`config.mk`:
```
export PLATFORM = sky130hd
export DESIGN_NAME = iosam_top
export DESIGN_NICKNAME = d
export VERILOG_FILES = /design/src/iosam_pkg.sv /design/src/iosam_in_sel.sv /design/src/iosam_top.sv
export SDC_FILE = /design/constraint.sdc
export NUM_CORES = 1
export LEC_CHECK = 0
export ABC_CLOCK_PERIOD_IN_PS = 2200
export BUFFER_PORTS_ARGS = -buffer_cell sky130_fd_sc_hd__buf_2
export CORE_MARGIN = 2
export CORE_UTILIZATION = 58
export DETAILED_ROUTE_END_ITERATION = 12
export GPL_ROUTABILITY_DRIVEN = 0
export PLACE_DENSITY = 0.83
export SLEW_MARGIN = 20
export SYNTH_ARGS = -nofsm -noshare
export SYNTH_HDL_FRONTEND = slang
export SYNTH_HIERARCHICAL = 1
export SYNTH_SLANG_ARGS = --single-unit
```
`constraint.sdc`:
```
create_clock -name sys_clk_in -period 2.2 [get_ports sys_clk_in]
set_clock_uncertainty 0.05 [all_clocks]
set_input_delay 0.33 -clock sys_clk_in [delete_from_list [all_inputs] [get_ports sys_clk_in]]
set_output_delay 0.33 -clock sys_clk_in [all_outputs]
set_load 0.01 [all_outputs]
```
`src/iosam_pkg.sv`:
```
`default_nettype none
package iosam_pkg;
  // Register byte offsets on the register bus
  localparam logic [4:0] REG_FWD_TRAVEL_SEL    = 5'h00;
  localparam logic [4:0] REG_TRAVEL_TORQUE_SEL = 5'h04;
  localparam logic [4:0] REG_OUT_ROUTE_A       = 5'h08;
  localparam logic [4:0] REG_OUT_ROUTE_B       = 5'h0c;
  localparam logic [4:0] REG_OUT_ROUTE_C       = 5'h10;
  localparam logic [4:0] REG_OPTION_SEL        = 5'h14;
  localparam logic [4:0] REG_OUT_POL_INV       = 5'h18;
  localparam logic [4:0] REG_PIN_STATUS        = 5'h1c;
  localparam int         ADDR_W                = 5;
  // Reset values: travel limits on pin codes 1 and 2, clamps and options forced off, no inversion
  localparam logic [15:0] RST_FWD_TRAVEL_SEL    = 16'h1000;
  localparam logic [15:0] RST_TRAVEL_TORQUE_SEL = 16'h8882;
  localparam logic [15:0] RST_OUT_ROUTE_A       = 16'h0000;
  localparam logic [15:0] RST_OUT_ROUTE_B       = 16'h0000;
  localparam logic [15:0] RST_OUT_ROUTE_C       = 16'h0000;
  localparam logic [15:0] RST_OPTION_SEL        = 16'h8888;
  localparam logic [15:0] RST_OUT_POL_INV       = 16'h0000;
  // Input selection codes
  localparam logic [3:0] SEL_PIN_LAST  = 4'h6;
  localparam logic [3:0] SEL_FORCE_ON  = 4'h7;
  localparam logic [3:0] SEL_FORCE_OFF = 4'h8;
  localparam logic [3:0] SEL_INV_FIRST = 4'h9;
  localparam logic [3:0] SEL_HI_FIRST  = 4'h4;
  localparam logic [3:0] SEL_HI_LAST   = 4'h6;
  localparam logic [3:0] SEL_HI_INV_FIRST = 4'hd;
  // Output route codes
  localparam logic [3:0] ROUTE_NONE = 4'h0;
  localparam int         NUM_PINS   = 7;
  localparam int         NUM_OUTF   = 9;
  localparam int         NUM_PAIRS  = 3;
  localparam logic [1:0] RESP_OKAY  = 2'h0;
  localparam logic [1:0] RESP_SLVERR = 2'h2;
endpackage : iosam_pkg
`default_nettype wire

```
`src/iosam_in_sel.sv`:
```
`default_nettype none
// One input function: pin pick, sense and forcing
module iosam_in_sel #(
  parameter bit HIGH_DEFAULT = 1'b0,
  parameter bit HIGH_PINS_ONLY = 1'b0
) (
  input  wire logic       sys_clk_in,
  input  wire logic       rst_b_in,
  input  wire logic [3:0] code_in,
  input  wire logic [6:0] pins_in,
  output logic            active_out
);
  logic [2:0] idx;
  logic       inv;
  logic       legal;
  logic       active_d;
  logic       active_q;

  always_comb begin
    inv   = (code_in >= iosam_pkg::SEL_INV_FIRST);
    idx   = inv ? 3'(code_in - iosam_pkg::SEL_INV_FIRST) : code_in[2:0];
    legal = 1'b1;
    if (HIGH_PINS_ONLY) begin
      legal = (code_in >= iosam_pkg::SEL_HI_FIRST && code_in <= iosam_pkg::SEL_HI_LAST) ||
              (code_in >= iosam_pkg::SEL_HI_INV_FIRST);
    end
    if (code_in == iosam_pkg::SEL_FORCE_ON) begin
      active_d = 1'b1;
    end else if (code_in == iosam_pkg::SEL_FORCE_OFF || !legal) begin
      // Unassignable pick reads as inactive, never as a random pin
      active_d = 1'b0;
    end else begin
      // Same pin may feed many functions, each with its own sense
      active_d = (pins_in[idx] == HIGH_DEFAULT) ^ inv;
    end
  end

  always_ff @(posedge sys_clk_in) begin
    if (!rst_b_in) begin
      active_q <= 1'b0;
    end else begin
      active_q <= active_d;
    end
  end

  assign active_out = active_q;
endmodule // iosam_in_sel
`default_nettype wire

```
`src/iosam_top.sv`:
```
`default_nettype none
module iosam_top (
  input  wire logic        sys_clk_in,
  input  wire logic        rst_b_in,
  // AXI4-Lite slave
  input  wire logic [4:0]  s_axi_awaddr_in,
  input  wire logic        s_axi_awvalid_in,
  output logic             s_axi_awready_out,
  input  wire logic [31:0] s_axi_wdata_in,
  input  wire logic [3:0]  s_axi_wstrb_in,
  input  wire logic        s_axi_wvalid_in,
  output logic             s_axi_wready_out,
  output logic [1:0]       s_axi_bresp_out,
  output logic             s_axi_bvalid_out,
  input  wire logic        s_axi_bready_in,
  input  wire logic [4:0]  s_axi_araddr_in,
  input  wire logic        s_axi_arvalid_in,
  output logic             s_axi_arready_out,
  output logic [31:0]      s_axi_rdata_out,
  output logic [1:0]       s_axi_rresp_out,
  output logic             s_axi_rvalid_out,
  input  wire logic        s_axi_rready_in,
  // Input pins in order 13,7,8,9,10,11,12
  input  wire logic [6:0]  in_pins_in,
  // Internal status: position_done, speed_match, motor_turning, drive_ready,
  // torque_limited, speed_limited, brake_release, warning, near_position
  input  wire logic [8:0]  status_in,
  input  wire logic [8:0]  status_valid_in,
  output logic             fwd_travel_limit_out,
  output logic             rev_travel_limit_out,
  output logic             fwd_torque_clamp_req_out,
  output logic             rev_torque_clamp_req_out,
  output logic [3:0]       option_in_out,
  // Pairs 1/2, 23/24, 25/26
  output logic [2:0]       out_pairs_out
);
  logic [15:0] fwd_sel_q;
  logic [15:0] tt_sel_q;
  logic [15:0] route_a_q;
  logic [15:0] route_b_q;
  logic [15:0] route_c_q;
  logic [15:0] opt_sel_q;
  logic [15:0] pol_inv_q;
  logic        aw_held_q;
  logic        w_held_q;
  logic [4:0]  awaddr_q;
  logic [31:0] wdata_q;
  logic [3:0]  wstrb_q;
  logic        bvalid_q;
  logic [1:0]  bresp_q;
  logic        rvalid_q;
  logic [1:0]  rresp_q;
  logic [31:0] rdata_q;
  logic        do_write;
  logic        wr_hit;
  logic [35:0] route_codes;
  logic [2:0]  pair_or;
  logic [2:0]  pairs_d;
  logic [2:0]  pairs_q;

  function automatic logic reg_known(input logic [4:0] a);
    reg_known = (a == iosam_pkg::REG_FWD_TRAVEL_SEL) ||
                (a == iosam_pkg::REG_TRAVEL_TORQUE_SEL) ||
                (a == iosam_pkg::REG_OUT_ROUTE_A) || (a == iosam_pkg::REG_OUT_ROUTE_B) ||
                (a == iosam_pkg::REG_OUT_ROUTE_C) || (a == iosam_pkg::REG_OPTION_SEL) ||
                (a == iosam_pkg::REG_OUT_POL_INV) || (a == iosam_pkg::REG_PIN_STATUS);
  endfunction

  function automatic logic [15:0] merge(input logic [15:0] old, input logic [31:0] d,
                                        input logic [3:0] s);
    merge = {s[1] ? d[15:8] : old[15:8], s[0] ? d[7:0] : old[7:0]};
  endfunction

  // Write side: address and data taken in either order
  assign s_axi_awready_out = !aw_held_q && !bvalid_q;
  assign s_axi_wready_out  = !w_held_q && !bvalid_q;
  assign do_write          = aw_held_q && w_held_q && !bvalid_q;
  assign wr_hit            = reg_known(awaddr_q) && awaddr_q != iosam_pkg::REG_PIN_STATUS;

  always_ff @(posedge sys_clk_in) begin
    if (!rst_b_in) begin
      aw_held_q <= 1'b0;
      awaddr_q  <= 5'h00;
    end else if (s_axi_awvalid_in && s_axi_awready_out) begin
      aw_held_q <= 1'b1;
      awaddr_q  <= s_axi_awaddr_in;
    end else if (do_write) begin
      aw_held_q <= 1'b0;
    end
  end

  always_ff @(posedge sys_clk_in) begin
    if (!rst_b_in) begin
      w_held_q <= 1'b0;
      wdata_q  <= 32'h0000_0000;
      wstrb_q  <= 4'h0;
    end else if (s_axi_wvalid_in && s_axi_wready_out) begin
      w_held_q <= 1'b1;
      wdata_q  <= s_axi_wdata_in;
      wstrb_q  <= s_axi_wstrb_in;
    end else if (do_write) begin
      w_held_q <= 1'b0;
    end
  end

  always_ff @(posedge sys_clk_in) begin
    if (!rst_b_in) begin
      bvalid_q <= 1'b0;
      bresp_q  <= iosam_pkg::RESP_OKAY;
    end else if (do_write) begin
      bvalid_q <= 1'b1;
      bresp_q  <= wr_hit ? iosam_pkg::RESP_OKAY : iosam_pkg::RESP_SLVERR;
    end else if (s_axi_bready_in) begin
      bvalid_q <= 1'b0;
    end
  end

  assign s_axi_bvalid_out = bvalid_q;
  assign s_axi_bresp_out  = bresp_q;

  // Settings registers; all take effect on the next edge
  always_ff @(posedge sys_clk_in) begin
    if (!rst_b_in) begin
      fwd_sel_q <= iosam_pkg::RST_FWD_TRAVEL_SEL;
      tt_sel_q  <= iosam_pkg::RST_TRAVEL_TORQUE_SEL;
      route_a_q <= iosam_pkg::RST_OUT_ROUTE_A;
      route_b_q <= iosam_pkg::RST_OUT_ROUTE_B;
      route_c_q <= iosam_pkg::RST_OUT_ROUTE_C;
      opt_sel_q <= iosam_pkg::RST_OPTION_SEL;
      pol_inv_q <= iosam_pkg::RST_OUT_POL_INV;
    end else if (do_write) begin
      unique case (awaddr_q)
        iosam_pkg::REG_FWD_TRAVEL_SEL:    fwd_sel_q <= merge(fwd_sel_q, wdata_q, wstrb_q);
        iosam_pkg::REG_TRAVEL_TORQUE_SEL: tt_sel_q  <= merge(tt_sel_q, wdata_q, wstrb_q);
        iosam_pkg::REG_OUT_ROUTE_A:       route_a_q <= merge(route_a_q, wdata_q, wstrb_q);
        iosam_pkg::REG_OUT_ROUTE_B:       route_b_q <= merge(route_b_q, wdata_q, wstrb_q);
        iosam_pkg::REG_OUT_ROUTE_C:       route_c_q <= merge(route_c_q, wdata_q, wstrb_q);
        iosam_pkg::REG_OPTION_SEL:        opt_sel_q <= merge(opt_sel_q, wdata_q, wstrb_q);
        iosam_pkg::REG_OUT_POL_INV:       pol_inv_q <= merge(pol_inv_q, wdata_q, wstrb_q);
        default: ;
      endcase
    end
  end

  // Read side: one read at a time, answer one cycle after address taken
  assign s_axi_arready_out = !rvalid_q;

  always_ff @(posedge sys_clk_in) begin
    if (!rst_b_in) begin
      rvalid_q <= 1'b0;
      rresp_q  <= iosam_pkg::RESP_OKAY;
      rdata_q  <= 32'h0000_0000;
    end else if (s_axi_arvalid_in && s_axi_arready_out) begin
      rvalid_q <= 1'b1;
      rresp_q  <= reg_known(s_axi_araddr_in) ? iosam_pkg::RESP_OKAY : iosam_pkg::RESP_SLVERR;
      unique case (s_axi_araddr_in)
        iosam_pkg::REG_FWD_TRAVEL_SEL:    rdata_q <= {16'h0000, fwd_sel_q};
        iosam_pkg::REG_TRAVEL_TORQUE_SEL: rdata_q <= {16'h0000, tt_sel_q};
        iosam_pkg::REG_OUT_ROUTE_A:       rdata_q <= {16'h0000, route_a_q};
        iosam_pkg::REG_OUT_ROUTE_B:       rdata_q <= {16'h0000, route_b_q};
        iosam_pkg::REG_OUT_ROUTE_C:       rdata_q <= {16'h0000, route_c_q};
        iosam_pkg::REG_OPTION_SEL:        rdata_q <= {16'h0000, opt_sel_q};
        iosam_pkg::REG_OUT_POL_INV:       rdata_q <= {16'h0000, pol_inv_q};
        iosam_pkg::REG_PIN_STATUS:        rdata_q <= {16'h0000, pairs_q, 5'h00,
                                                      option_in_out, fwd_travel_limit_out,
                                                      rev_travel_limit_out,
                                                      fwd_torque_clamp_req_out,
                                                      rev_torque_clamp_req_out};
        default:                          rdata_q <= 32'h0000_0000;
      endcase
    end else if (s_axi_rready_in) begin
      rvalid_q <= 1'b0;
    end
  end

  assign s_axi_rvalid_out = rvalid_q;
  assign s_axi_rresp_out  = rresp_q;
  assign s_axi_rdata_out  = rdata_q;

  // Input functions; travel limits keep active-high default since an
  // inverted sense would let a broken wire release motion
  iosam_in_sel #(.HIGH_DEFAULT(1'b1), .HIGH_PINS_ONLY(1'b0)) u_fwd_travel (
    .sys_clk_in (sys_clk_in),
    .rst_b_in   (rst_b_in),
    .code_in    (fwd_sel_q[15:12]),
    .pins_in    (in_pins_in),
    .active_out (fwd_travel_limit_out)
  );
  iosam_in_sel #(.HIGH_DEFAULT(1'b1), .HIGH_PINS_ONLY(1'b0)) u_rev_travel (
    .sys_clk_in (sys_clk_in),
    .rst_b_in   (rst_b_in),
    .code_in    (tt_sel_q[3:0]),
    .pins_in    (in_pins_in),
    .active_out (rev_travel_limit_out)
  );
  iosam_in_sel #(.HIGH_DEFAULT(1'b0), .HIGH_PINS_ONLY(1'b0)) u_fwd_clamp (
    .sys_clk_in (sys_clk_in),
    .rst_b_in   (rst_b_in),
    .code_in    (tt_sel_q[11:8]),
    .pins_in    (in_pins_in),
    .active_out (fwd_torque_clamp_req_out)
  );
  iosam_in_sel #(.HIGH_DEFAULT(1'b0), .HIGH_PINS_ONLY(1'b0)) u_rev_clamp (
    .sys_clk_in (sys_clk_in),
    .rst_b_in   (rst_b_in),
    .code_in    (tt_sel_q[15:12]),
    .pins_in    (in_pins_in),
    .active_out (rev_torque_clamp_req_out)
  );

  // Option 3 takes any pin; options 4-6 only the upper three
  genvar g;
  generate
    for (g = 0; g < 4; g++) begin : g_opt
      iosam_in_sel #(.HIGH_DEFAULT(1'b0), .HIGH_PINS_ONLY(g != 0)) u_opt (
        .sys_clk_in (sys_clk_in),
        .rst_b_in   (rst_b_in),
        .code_in    (opt_sel_q[4*g+3:4*g]),
        .pins_in    (in_pins_in),
        .active_out (option_in_out[g])
      );
    end
  endgenerate

  // Output routing: route A, then B, then C digit 0
  assign route_codes = {route_c_q[3:0], route_b_q, route_a_q};

  always_comb begin
    pair_or = 3'h0;
    for (int f = 0; f < iosam_pkg::NUM_OUTF; f++) begin
      for (int p = 0; p < iosam_pkg::NUM_PAIRS; p++) begin
        if (route_codes[4*f +: 4] == 4'(p + 1) && status_valid_in[f]) begin
          pair_or[p] = pair_or[p] | status_in[f];
        end
      end
    end
    pairs_d = pair_or ^ pol_inv_q[2:0];
  end

  always_ff @(posedge sys_clk_in) begin
    if (!rst_b_in) begin
      pairs_q <= 3'h0;
    end else begin
      pairs_q <= pairs_d;
    end
  end

  assign out_pairs_out = pairs_q;
endmodule // iosam_top
`default_nettype wire

```
* Word-level counts from Yosys, hierarchy flattened *
Cells that the tools add are included.

cells by class
  add/sub/neg operators = 8
  order comparisons = 25
  eq/ne operators = 58
  multiplexer cells = 77
  bitwise operators = 39
  reductions and logical operators = 85

operators with widths
  operator                                                                             count
  16-bit case mux with 8 select lines                                                  1
  4-bit by 2-bit == test with 1-bit output, second input constant                      18
  1-bit 2-to-1 mux                                                                     58
  4-bit greater-or-equal comparator, second input constant                             11
  3-bit AND reduction                                                                  14
  5-bit == test, second input constant                                                 8
  1-bit logical AND                                                                    38
  4-bit by 1-bit == test with 1-bit output, second input constant                      9
  4-bit by 3-bit == test with 1-bit output, second input constant                      8
  4-bit == test, second input constant                                                 8
  3-bit by 4-bit less-than comparator with 1-bit output, second input constant         8
  1-bit binary-select mux with 3-bit select                                            8
  3-bit 2-to-1 mux                                                                     8
  1-bit OR                                                                             24
  3-bit by 1-bit subtractor with 3-bit output, second input constant                   8
  5-bit by 4-bit == test with 1-bit output, second input constant                      4
  1-bit logical OR                                                                     20
  4-bit by 3-bit greater-or-equal comparator with 1-bit output, second input constant  3
  4-bit by 3-bit less-or-equal comparator with 1-bit output, second input constant     3
  5-bit by 3-bit == test with 1-bit output, second input constant                      2
  5-bit zero test                                                                      2
  2-bit nonzero test                                                                   4
  1-bit XOR                                                                            8
  1-bit zero test                                                                      7
  other kinds (4)                                                                      10

storage, ports and cells
  register bits = 186
  input bits = 78
  output and inout port bits = 52
  word-level logic and storage cells = 325

* Depth between registers and ports, before layout *
Gate-level depths: netlist of run 1.

  word-level depth = 20
  depth in mapped cells = 8
  gate-level depth less buffers = 7

* Cells and area by module *
The synthesis of run 1 kept the hierarchy.

modules (own cells, without submodules)
  module                             times used  cells each  area each (µm²)  sequential area each (µm²)
  iosam_top                          1           772         7255.7           3203.1
  iosam_in_sel (g_opt[1].u_opt ...)  3           34          302.8            20.0
  iosam_in_sel (g_opt[0].u_opt ...)  3           30          280.3            20.0
  iosam_in_sel (u_fwd_travel ...)    2           34          295.3            20.0

* Worst setup path before layout of run 1 *
Ideal clock, no wire load.

  kind = flip-flop to flip-flop
  start point = reg opt_sel_q[0]
  end point = reg g_opt[0].u_opt.active_q
  arrival = 1.906 ns
  path slack = 0.175 ns
  stages on the path, launching flop included = 7
  buffers on the path = 0
  period minus slack after synthesis = 2.025 ns
  path through = dfxtp_1 > inv_1 > ha_1 > mux4_1 > mux4_2 > a21o_1 > a21oi_1

on the way
  word-level cells in the longest chain between the ends = 8
  elaborated cells between the ends (all ways) = 11
  classes of those cells = add/sub (1); order compare (1); eq/ne (2); mux (5); bitwise (2)

ends and longest elaborated chain
  item                                                                                                     line                                    text
  start, declared                                                                                          iosam_top.sv:42                         logic [15:0] opt_sel_q;
  start signal, assigned                                                                                   iosam_top.sv:129                        opt_sel_q <= iosam_pkg::RST_OPTION_SEL;
  start signal, assigned                                                                                   iosam_top.sv:138                        iosam_pkg::REG_OPTION_SEL: opt_sel_q <= merge(opt_sel_q, wdata_q, wstrb_q);
  4-bit greater-or-equal comparator / 3-bit by 1-bit subtractor with 3-bit output (equally long branches)  iosam_in_sel.sv:20, iosam_in_sel.sv:21
  3-bit 2-to-1 mux                                                                                         iosam_in_sel.sv:21                      idx = inv ? 3'(code_in - iosam_pkg::SEL_INV_FIRST) : code_in[2:0];
  1-bit binary-select mux with 3-bit select                                                                iosam_in_sel.sv:34                      active_d = (pins_in[idx] == HIGH_DEFAULT) ^ inv;
  1-bit 2-to-1 mux (not written as such)                                                                   iosam_in_sel.sv:34
  1-bit inverter                                                                                           iosam_in_sel.sv:34
  1-bit XOR                                                                                                iosam_in_sel.sv:34
  1-bit 2-to-1 mux                                                                                         iosam_in_sel.sv:29                      end else if (code_in == iosam_pkg::SEL_FORCE_OFF || !legal) begin
  1-bit 2-to-1 mux (*)                                                                                     iosam_in_sel.sv:27                      if (code_in == iosam_pkg::SEL_FORCE_ON) begin
  end signal, assigned                                                                                     iosam_in_sel.sv:42                      active_q <= active_d;
  end, declared                                                                                            iosam_in_sel.sv:17                      logic active_q;

Mark *: on every way between the ends. The rest lies on a longest branch, timed or not. The select of a mux whose other input is x is not followed.
A chain may end at the register's enable or synchronous reset.

* Worst setup path after layout of run 1 *
  start point = reg tt_sel_q[12]
  end point = reg u_rev_clamp.active_q, in the netlist u_rev_clamp/active_out

on the way
  word-level cells in the longest chain between the ends = 8
  elaborated cells between the ends (all ways) = 11
  classes of those cells = add/sub (1); order compare (1); eq/ne (2); mux (5); bitwise (2)

ends and longest elaborated chain
  item                                                                                                     line                                    text
  start, declared                                                                                          iosam_top.sv:38                         logic [15:0] tt_sel_q;
  start signal, assigned                                                                                   iosam_top.sv:125                        tt_sel_q <= iosam_pkg::RST_TRAVEL_TORQUE_SEL;
  start signal, assigned                                                                                   iosam_top.sv:134                        iosam_pkg::REG_TRAVEL_TORQUE_SEL: tt_sel_q <= merge(tt_sel_q, wdata_q, wstrb_q);
  4-bit greater-or-equal comparator / 3-bit by 1-bit subtractor with 3-bit output (equally long branches)  iosam_in_sel.sv:20, iosam_in_sel.sv:21
  3-bit 2-to-1 mux                                                                                         iosam_in_sel.sv:21
  1-bit binary-select mux with 3-bit select                                                                iosam_in_sel.sv:34
  1-bit 2-to-1 mux (not written as such)                                                                   iosam_in_sel.sv:34
  1-bit inverter                                                                                           iosam_in_sel.sv:34
  1-bit XOR                                                                                                iosam_in_sel.sv:34
  1-bit 2-to-1 mux                                                                                         iosam_in_sel.sv:29
  1-bit 2-to-1 mux (*)                                                                                     iosam_in_sel.sv:27
  end signal, assigned                                                                                     iosam_in_sel.sv:42
  end, declared                                                                                            iosam_in_sel.sv:17

Marks and branches as above.

==> out/qor.txt, run 1 <==
max-slew violations: 0
Ports: 130
Final min period: 2.08 ns
Netlist cell types: 66
FF+latch count, synth: 168
setup TNS: 0 ns
Period Utilization, post-route: 94.3%
die width: 133 um
Adder-Cell Fraction of Synth Area: 3.78%
gate count of the mapped netlist: 1032
Leakage: 4.26 nW
mux contribution to synthesized area: 23.1%
WL/cell: 18.6 um
die area: 17600 sq um
Synth Area in XOR/XNOR: 0.183%
switching power: 0.00169 W
Reg clk slew, reported paths: 0.07 ns
Initial Utilization: 58.7%
combinational family with the most area after synthesis: multiplexers
worst skew pair latency: 0.44 ns
# hold bufs at CTS: 0
Async S/R FF share, synth: 0%
dpl hpwl: 17.7 mm
Vias/cell: 6.14
Die Span Y: 133 um
critical path endpoint category: flop
Via Count: 8280
crit path DAT: 2.39 ns
first-pass GRT wire length: 39.4 mm
layout cell share with drive strength beyond 1: 18.5%
final WL: 25.0 mm
Std-Cell Rows: 47
initial antenna violation count: 0
ys flop type: dfxtp_1
final instance area: 10800 sq um
CP max stage delay: 0.48 ns
final hold vios: 0
CTS Buffer Depth: 2
clock sinks: 168
total gr overflow: 0
commonest non-fill, non-tap cell in the layout: dfxtp_1
drt pass-1 iters: 7
slowest stage cell, crit path: mux4_2
CTS tree: built
switching share of power: 25.3%
Placed Area: 10200 sq um
Initial DRC Count: 670
synthesized area: 9600 sq um
RSZ-0062 raised after global routing: no
worst hold-check path type: in2reg
Pwr Density: 616 nW/um^2
P&R area growth vs syn: 13.0%
H-tree depth: 4
status: complete, no violations
power share of the combinational group: 7.4%
synth warn: 6
P_int: 0.00499 W
crit path kind: reg2reg
cells along the critical path: inv_1 > ha_1 > mux2i_1 > o21ai_0 > mux4_2 > a21o_1 > a21oi_1
Slew @ Worst Pin: 0.711 ns
NumNets Final: 1222
Worst EP required: 2.52 ns
Seq pwr share: 47.4%
# DRC: 0
fillers: 1277
Crit Path Max Fanout: 6
relative slew slack: 52.0%
Synth Area in Simple Gates: 18.5%
Avg Cell Area, Syn: 9.30 sq um
sequential-to-total area share from yosys stat: 35.1%
Tot GR Track Use: 28.1%
clock share of power: 45.3%
CTS root buffer: clkbuf_16
CORE AREA: 16300 sq um
Max VDD drop: 0.547 mV
Routed Antenna Nets: 0
maxcap violations: 0
n_diodes: 0
Post-synth EDFFs: 0
Setup crit start kind: flop
post-place setup slack: 0.0386 ns
fmax: 482 MHz
# port buffers: 93
vias in the first global route: 7581
final setup margin: 0.124 ns
total power draw: 0.00667 W
commonest cells after routing, fill and taps aside: 165 x dfxtp_1, 153 x mux2i_1, 126 x nor2_1
Setup-failing EPs final: 0
clock buffer count from CTS: 17
Synth Area in Compound Gates: 13.5%
largest net degree at the start of global routing: 92
power groups by stage:
stage,registers [W],logic (W),clock network (W)
after floorplan,0.00317,0.000362,0
after global placement,0.00322,0.000475,0
after detailed placement,0.00323,0.000486,0
after CTS,0.00316,0.000488,0.00303
after global routing,0.00316,0.000532,0.00317
final,0.00316,0.000491,0.00302
timing repair:
action,CTS,global route
buffers inserted,0,0
resized for setup,0,4
endpoints found under the setup margin,0,3
hold endpoints to repair,0,0
state kept, by name, summed over array words and instances, names as in the netlist, 4 cells and up:
name	cells
route_c_q	16
fwd_sel_q	16
awaddr_q	5
s_axi_rdata_out	16
tt_sel_q	16
pol_inv_q	16
wdata_q	16
route_b_q	16
g_opt.u_opt/active_out	4
opt_sel_q	16
route_a_q	16
worst max-delay path, delay by kind of cell, from the launching register on:
family          cells  cell delay [ns]
flops               1             0.40
fa+ha+maj           1             0.34
mux                 2             0.68
buf+inv             1             0.09
compound gates      3             0.45
metal layers:
layer	global-route usage, %	vias to the layer above	part of all wire (%)
met3	5.33	63	7.5
met5	0	-	0
li1	-	3853	-
met1	37.1	3983	42
met4	11.6	0	3.0
met2	45.3	381	47
cells by family (layout without fill, tap and decap cells):
group / count (synthesis) / after routing
and+or+nand+nor: 353 / 353
xor gates and xnor gates: 2 / 2
adders and majority gates: 29 / 29
muxes: 185 / 185
DFF: 168 / 168
AOI/OAI and AO/OA: 181 / 181
buffers and inverters: 113 / 192
other: 1 / 18
metrics by stage:
step	util [%]	cells	hold slack, ns
after floorplan	-	1049	0.379
after global placement	62.7	1316	0.389
after detailed placement	62.7	1316	0.391
after CTS	66.3	1348	0.0256
after global routing	66.3	1348	0.0300
final	66.3	1348	0.0282
cell type report:
class,count,area [sq um],area share (%)
clock inverters,13,143,1.32
flip-flops and latches,168,3370,31.1
repair buffers,128,753,6.95
multi-input cells,768,5730,52.9
inverters,32,123,1.13
clock buffers,19,443,4.09
well taps,220,275,2.54
synthesized netlist by cell type (all sizes together), types with 5 or more instances:
master | instances | share of area, %
clkbuf | 44 | 1.7
nor4bb | 7 | 0.73
nand4b | 5 | 0.46
a22oi | 20 | 1.6
nor2b | 15 | 0.98
nand3b | 13 | 1.0
ha | 29 | 3.8
a31oi | 5 | 0.33
dfxtp | 168 | 35
o21ai | 25 | 1.3
mux4 | 24 | 6.2
and3 | 13 | 0.85
nand2b | 10 | 0.65
a22o | 10 | 0.91
nor2 | 138 | 6.3
nand4 | 7 | 0.46
mux2 | 8 | 0.94
nor3 | 9 | 0.64
nand3 | 12 | 0.63
o31ai | 7 | 0.98
mux2i | 153 | 16
a221oi | 11 | 1.0
o211ai | 6 | 0.47
a211o | 5 | 0.46
a21oi | 51 | 2.7
nand2 | 105 | 4.1
o2111ai | 5 | 0.59
o2bb2ai | 5 | 0.46
inv | 32 | 1.3
a31o | 10 | 0.91
a2bb2oi | 5 | 0.46
buf | 37 | 2.9
final timing paths:
kind                                        start  cells after the start  slack [ns]                           endpoint
setup / recovery        tt_sel_q[12]$_SDFFE_PN0P_                      7        0.12  u_rev_clamp/active_out$_SDFF_PN0_
hold / removal                    s_axi_rready_in                      2        0.03      s_axi_rvalid_out$_SDFFE_PN0P_
setup reg to reg        tt_sel_q[12]$_SDFFE_PN0P_                      7        0.12  u_rev_clamp/active_out$_SDFF_PN0_
hold reg to reg   s_axi_rdata_out[6]$_SDFFE_PN0P_                      2        0.40    s_axi_rdata_out[6]$_SDFFE_PN0P_
Power figures use the tool's default switching activity.
==> inputs of run 2 (changes only) <==
--- a/config.mk
+++ b/config.mk
@@ -6,12 +6,13 @@
 export NUM_CORES = 1
 export LEC_CHECK = 0
 export ABC_CLOCK_PERIOD_IN_PS = 2200
-export BUFFER_PORTS_ARGS = -buffer_cell sky130_fd_sc_hd__buf_2
 export CORE_MARGIN = 2
-export CORE_UTILIZATION = 58
+export CORE_UTILIZATION = 64
 export DETAILED_ROUTE_END_ITERATION = 12
+export DONT_BUFFER_PORTS = 1
 export GPL_ROUTABILITY_DRIVEN = 0
 export PLACE_DENSITY = 0.83
+export REMOVE_ABC_BUFFERS = 1
 export SLEW_MARGIN = 20
 export SYNTH_ARGS = -nofsm -noshare
 export SYNTH_HDL_FRONTEND = slang
==> out/qor.txt, run 2 (synthesis gave the netlist of run 1 again) <==
status: complete, no violations
CTS tree: built
Via Count: 7977 (-3.7%)
final WL: 25.3 mm (+0.83%)
Pwr Density: 623 nW/um^2 (+1.2%)
Setup crit start kind: flop
die area: 16000 sq um (-9.1%)
initial antenna violation count: 0 (unchanged)
H-tree depth: 4 (unchanged)
Final min period: 2.07 ns (-0.00376 ns)
P&R area growth vs syn: 9.90%
dpl hpwl: 17.1 mm (-3.7%)
Reg clk slew, reported paths: 0.07 ns (about the same)
clock buffer count from CTS: 17 (unchanged)
crit path kind: reg2reg
Std-Cell Rows: 44 (-6.4%)
relative slew slack: 34.6% (-17 points)
total gr overflow: 0 (unchanged)
maxcap violations: 0 (unchanged)
Max VDD drop: 0.556 mV (+1.8%)
Crit Path Max Fanout: 7 (+1)
Slew @ Worst Pin: 0.977 ns (+0.266 ns)
NumNets Final: 1149 (-6.0%)
Routed Antenna Nets: 0 (unchanged)
Worst EP required: 2.51 ns (about the same)
commonest non-fill, non-tap cell in the layout: dfxtp_1
layout cell share with drive strength beyond 1: 10.2% (-8.4 points)
Multi-input gate area: 5730 sq um (unchanged)
final hold vios: 0 (unchanged)
critical path endpoint category: flop
Initial DRC Count: 903 (+35%)
fillers: 1051 (-18%)
first-pass GRT wire length: 40.4 mm (+2.4%)
# port buffers: 0 (-100%)
# DRC: 0 (unchanged)
CTS root buffer: clkbuf_16
worst hold-check path type: in2reg
largest net degree at the start of global routing: 81 (-12%)
CTS Buffer Depth: 2 (unchanged)
Min Hold Slack: 0.0157 ns (-0.0125 ns)
Setup-failing EPs final: 0 (unchanged)
sequential cell area: 3370 sq um (-0.11%)
Ports: 130 (unchanged)
die width: 126 um (-4.7%)
commonest cells after routing, fill and taps aside: 166 x dfxtp_1, 153 x mux2i_1, 126 x nor2_1
Vias/cell: 6.44 (+4.9%)
Leakage: 3.91 nW (-8.2%)
drt pass-1 iters: 5 (-2)
total power draw: 0.00657 W (-1.6%)
n_diodes: 0 (unchanged)
max-slew violations: 0 (unchanged)
Die Span Y: 126 um (-4.7%)
Initial Utilization: 65.8% (+7.1 points)
CORE AREA: 14600 sq um (-11%)
vias in the first global route: 7572 (-0.12%)
postcts setup bufs: 0 (unchanged)
RSZ-0062 raised after global routing: no
crit path DAT: 2.38 ns (about the same)
Tot GR Track Use: 31.5% (+3.5 points)
worst skew pair latency: 0.43 ns (about the same)
r2r setup slk: 0.13 ns (about the same)
Period Utilization, post-route: 94.2% (-0.17 points)
clock sinks: 168 (unchanged)
WL/cell: 20.4 um (+9.8%)
fmax: 483 MHz (+0.18%)
## run 2: stage by stage
step | TNS (ns) | setup slack [ns] | utilization, % | cells | cell area [sq um]
floorplan | -81.20 | -0.597 | - | 968 | 9220
global placement | 0 | 0.122 | 66.4 | 1181 | 9690
detailed placement | 0 | 0.0662 | 66.4 | 1181 | 9690
CTS | 0 | 0.0273 | 72.3 | 1238 | 10500
global route | 0 | 0.0201 | 72.3 | 1238 | 10500
finish | 0 | 0.128 | 72.3 | 1238 | 10500
## run 2: worst max-delay path, cell delays in order, from the launching register on
cell and delay (ns):
dfxtp_2 0.40, inv_1 0.10, ha_1 0.34, mux4_1 0.30, mux4_2 0.50, a21o_1 0.18, a21oi_1 0.13
## run 2: repair_timing
action | in CTS | in global routing
endpoints found under the hold margin | 36 | 0
resized for setup | 0 | 2
hold buffers | 26 | 0
setup endpoints to repair | 0 | 2
## run 2: where the power goes
group	switching [W]	total (W)	internal (W)	leakage, nW
clock	0.00125	0.00301	0.00176	0.275
sequential	0.0000863	0.00317	0.00308	1.36
combinational	0.000221	0.000387	0.000166	2.27
total	0.00156	0.00657	0.00501	3.91
## run 2: worst paths after layout
check,startpoint,to,cells after the start
setup / recovery,opt_sel_q[0]$_SDFFE_PN0P_,g_opt[0].u_opt/active_out$_SDFF_PN0_,6
setup reg to reg,opt_sel_q[0]$_SDFFE_PN0P_,g_opt[0].u_opt/active_out$_SDFF_PN0_,6
hold / removal,s_axi_arvalid_in,s_axi_rvalid_out$_SDFFE_PN0P_,2
hold reg to reg,wstrb_q[0]$_SDFFE_PN0P_,wstrb_q[0]$_SDFFE_PN0P_,2
## run 2: cell type report
cell class	count	area share [%]
clock buffers	22	4.50
clock inverters	9	1.10
inverters	32	1.16
multi-input cells	768	54.4
flip-flops and latches	168	31.9
well taps	184	2.18
repair buffers	55	4.77
## run 2: layer usage
layer	up-vias	track usage [%]	wire (um)
met3	56	7.47	2310
met5	-	0	0
met4	0	11.1	657
met2	402	50.4	11700
li1	3698	-	-
met1	3821	42.1	10600
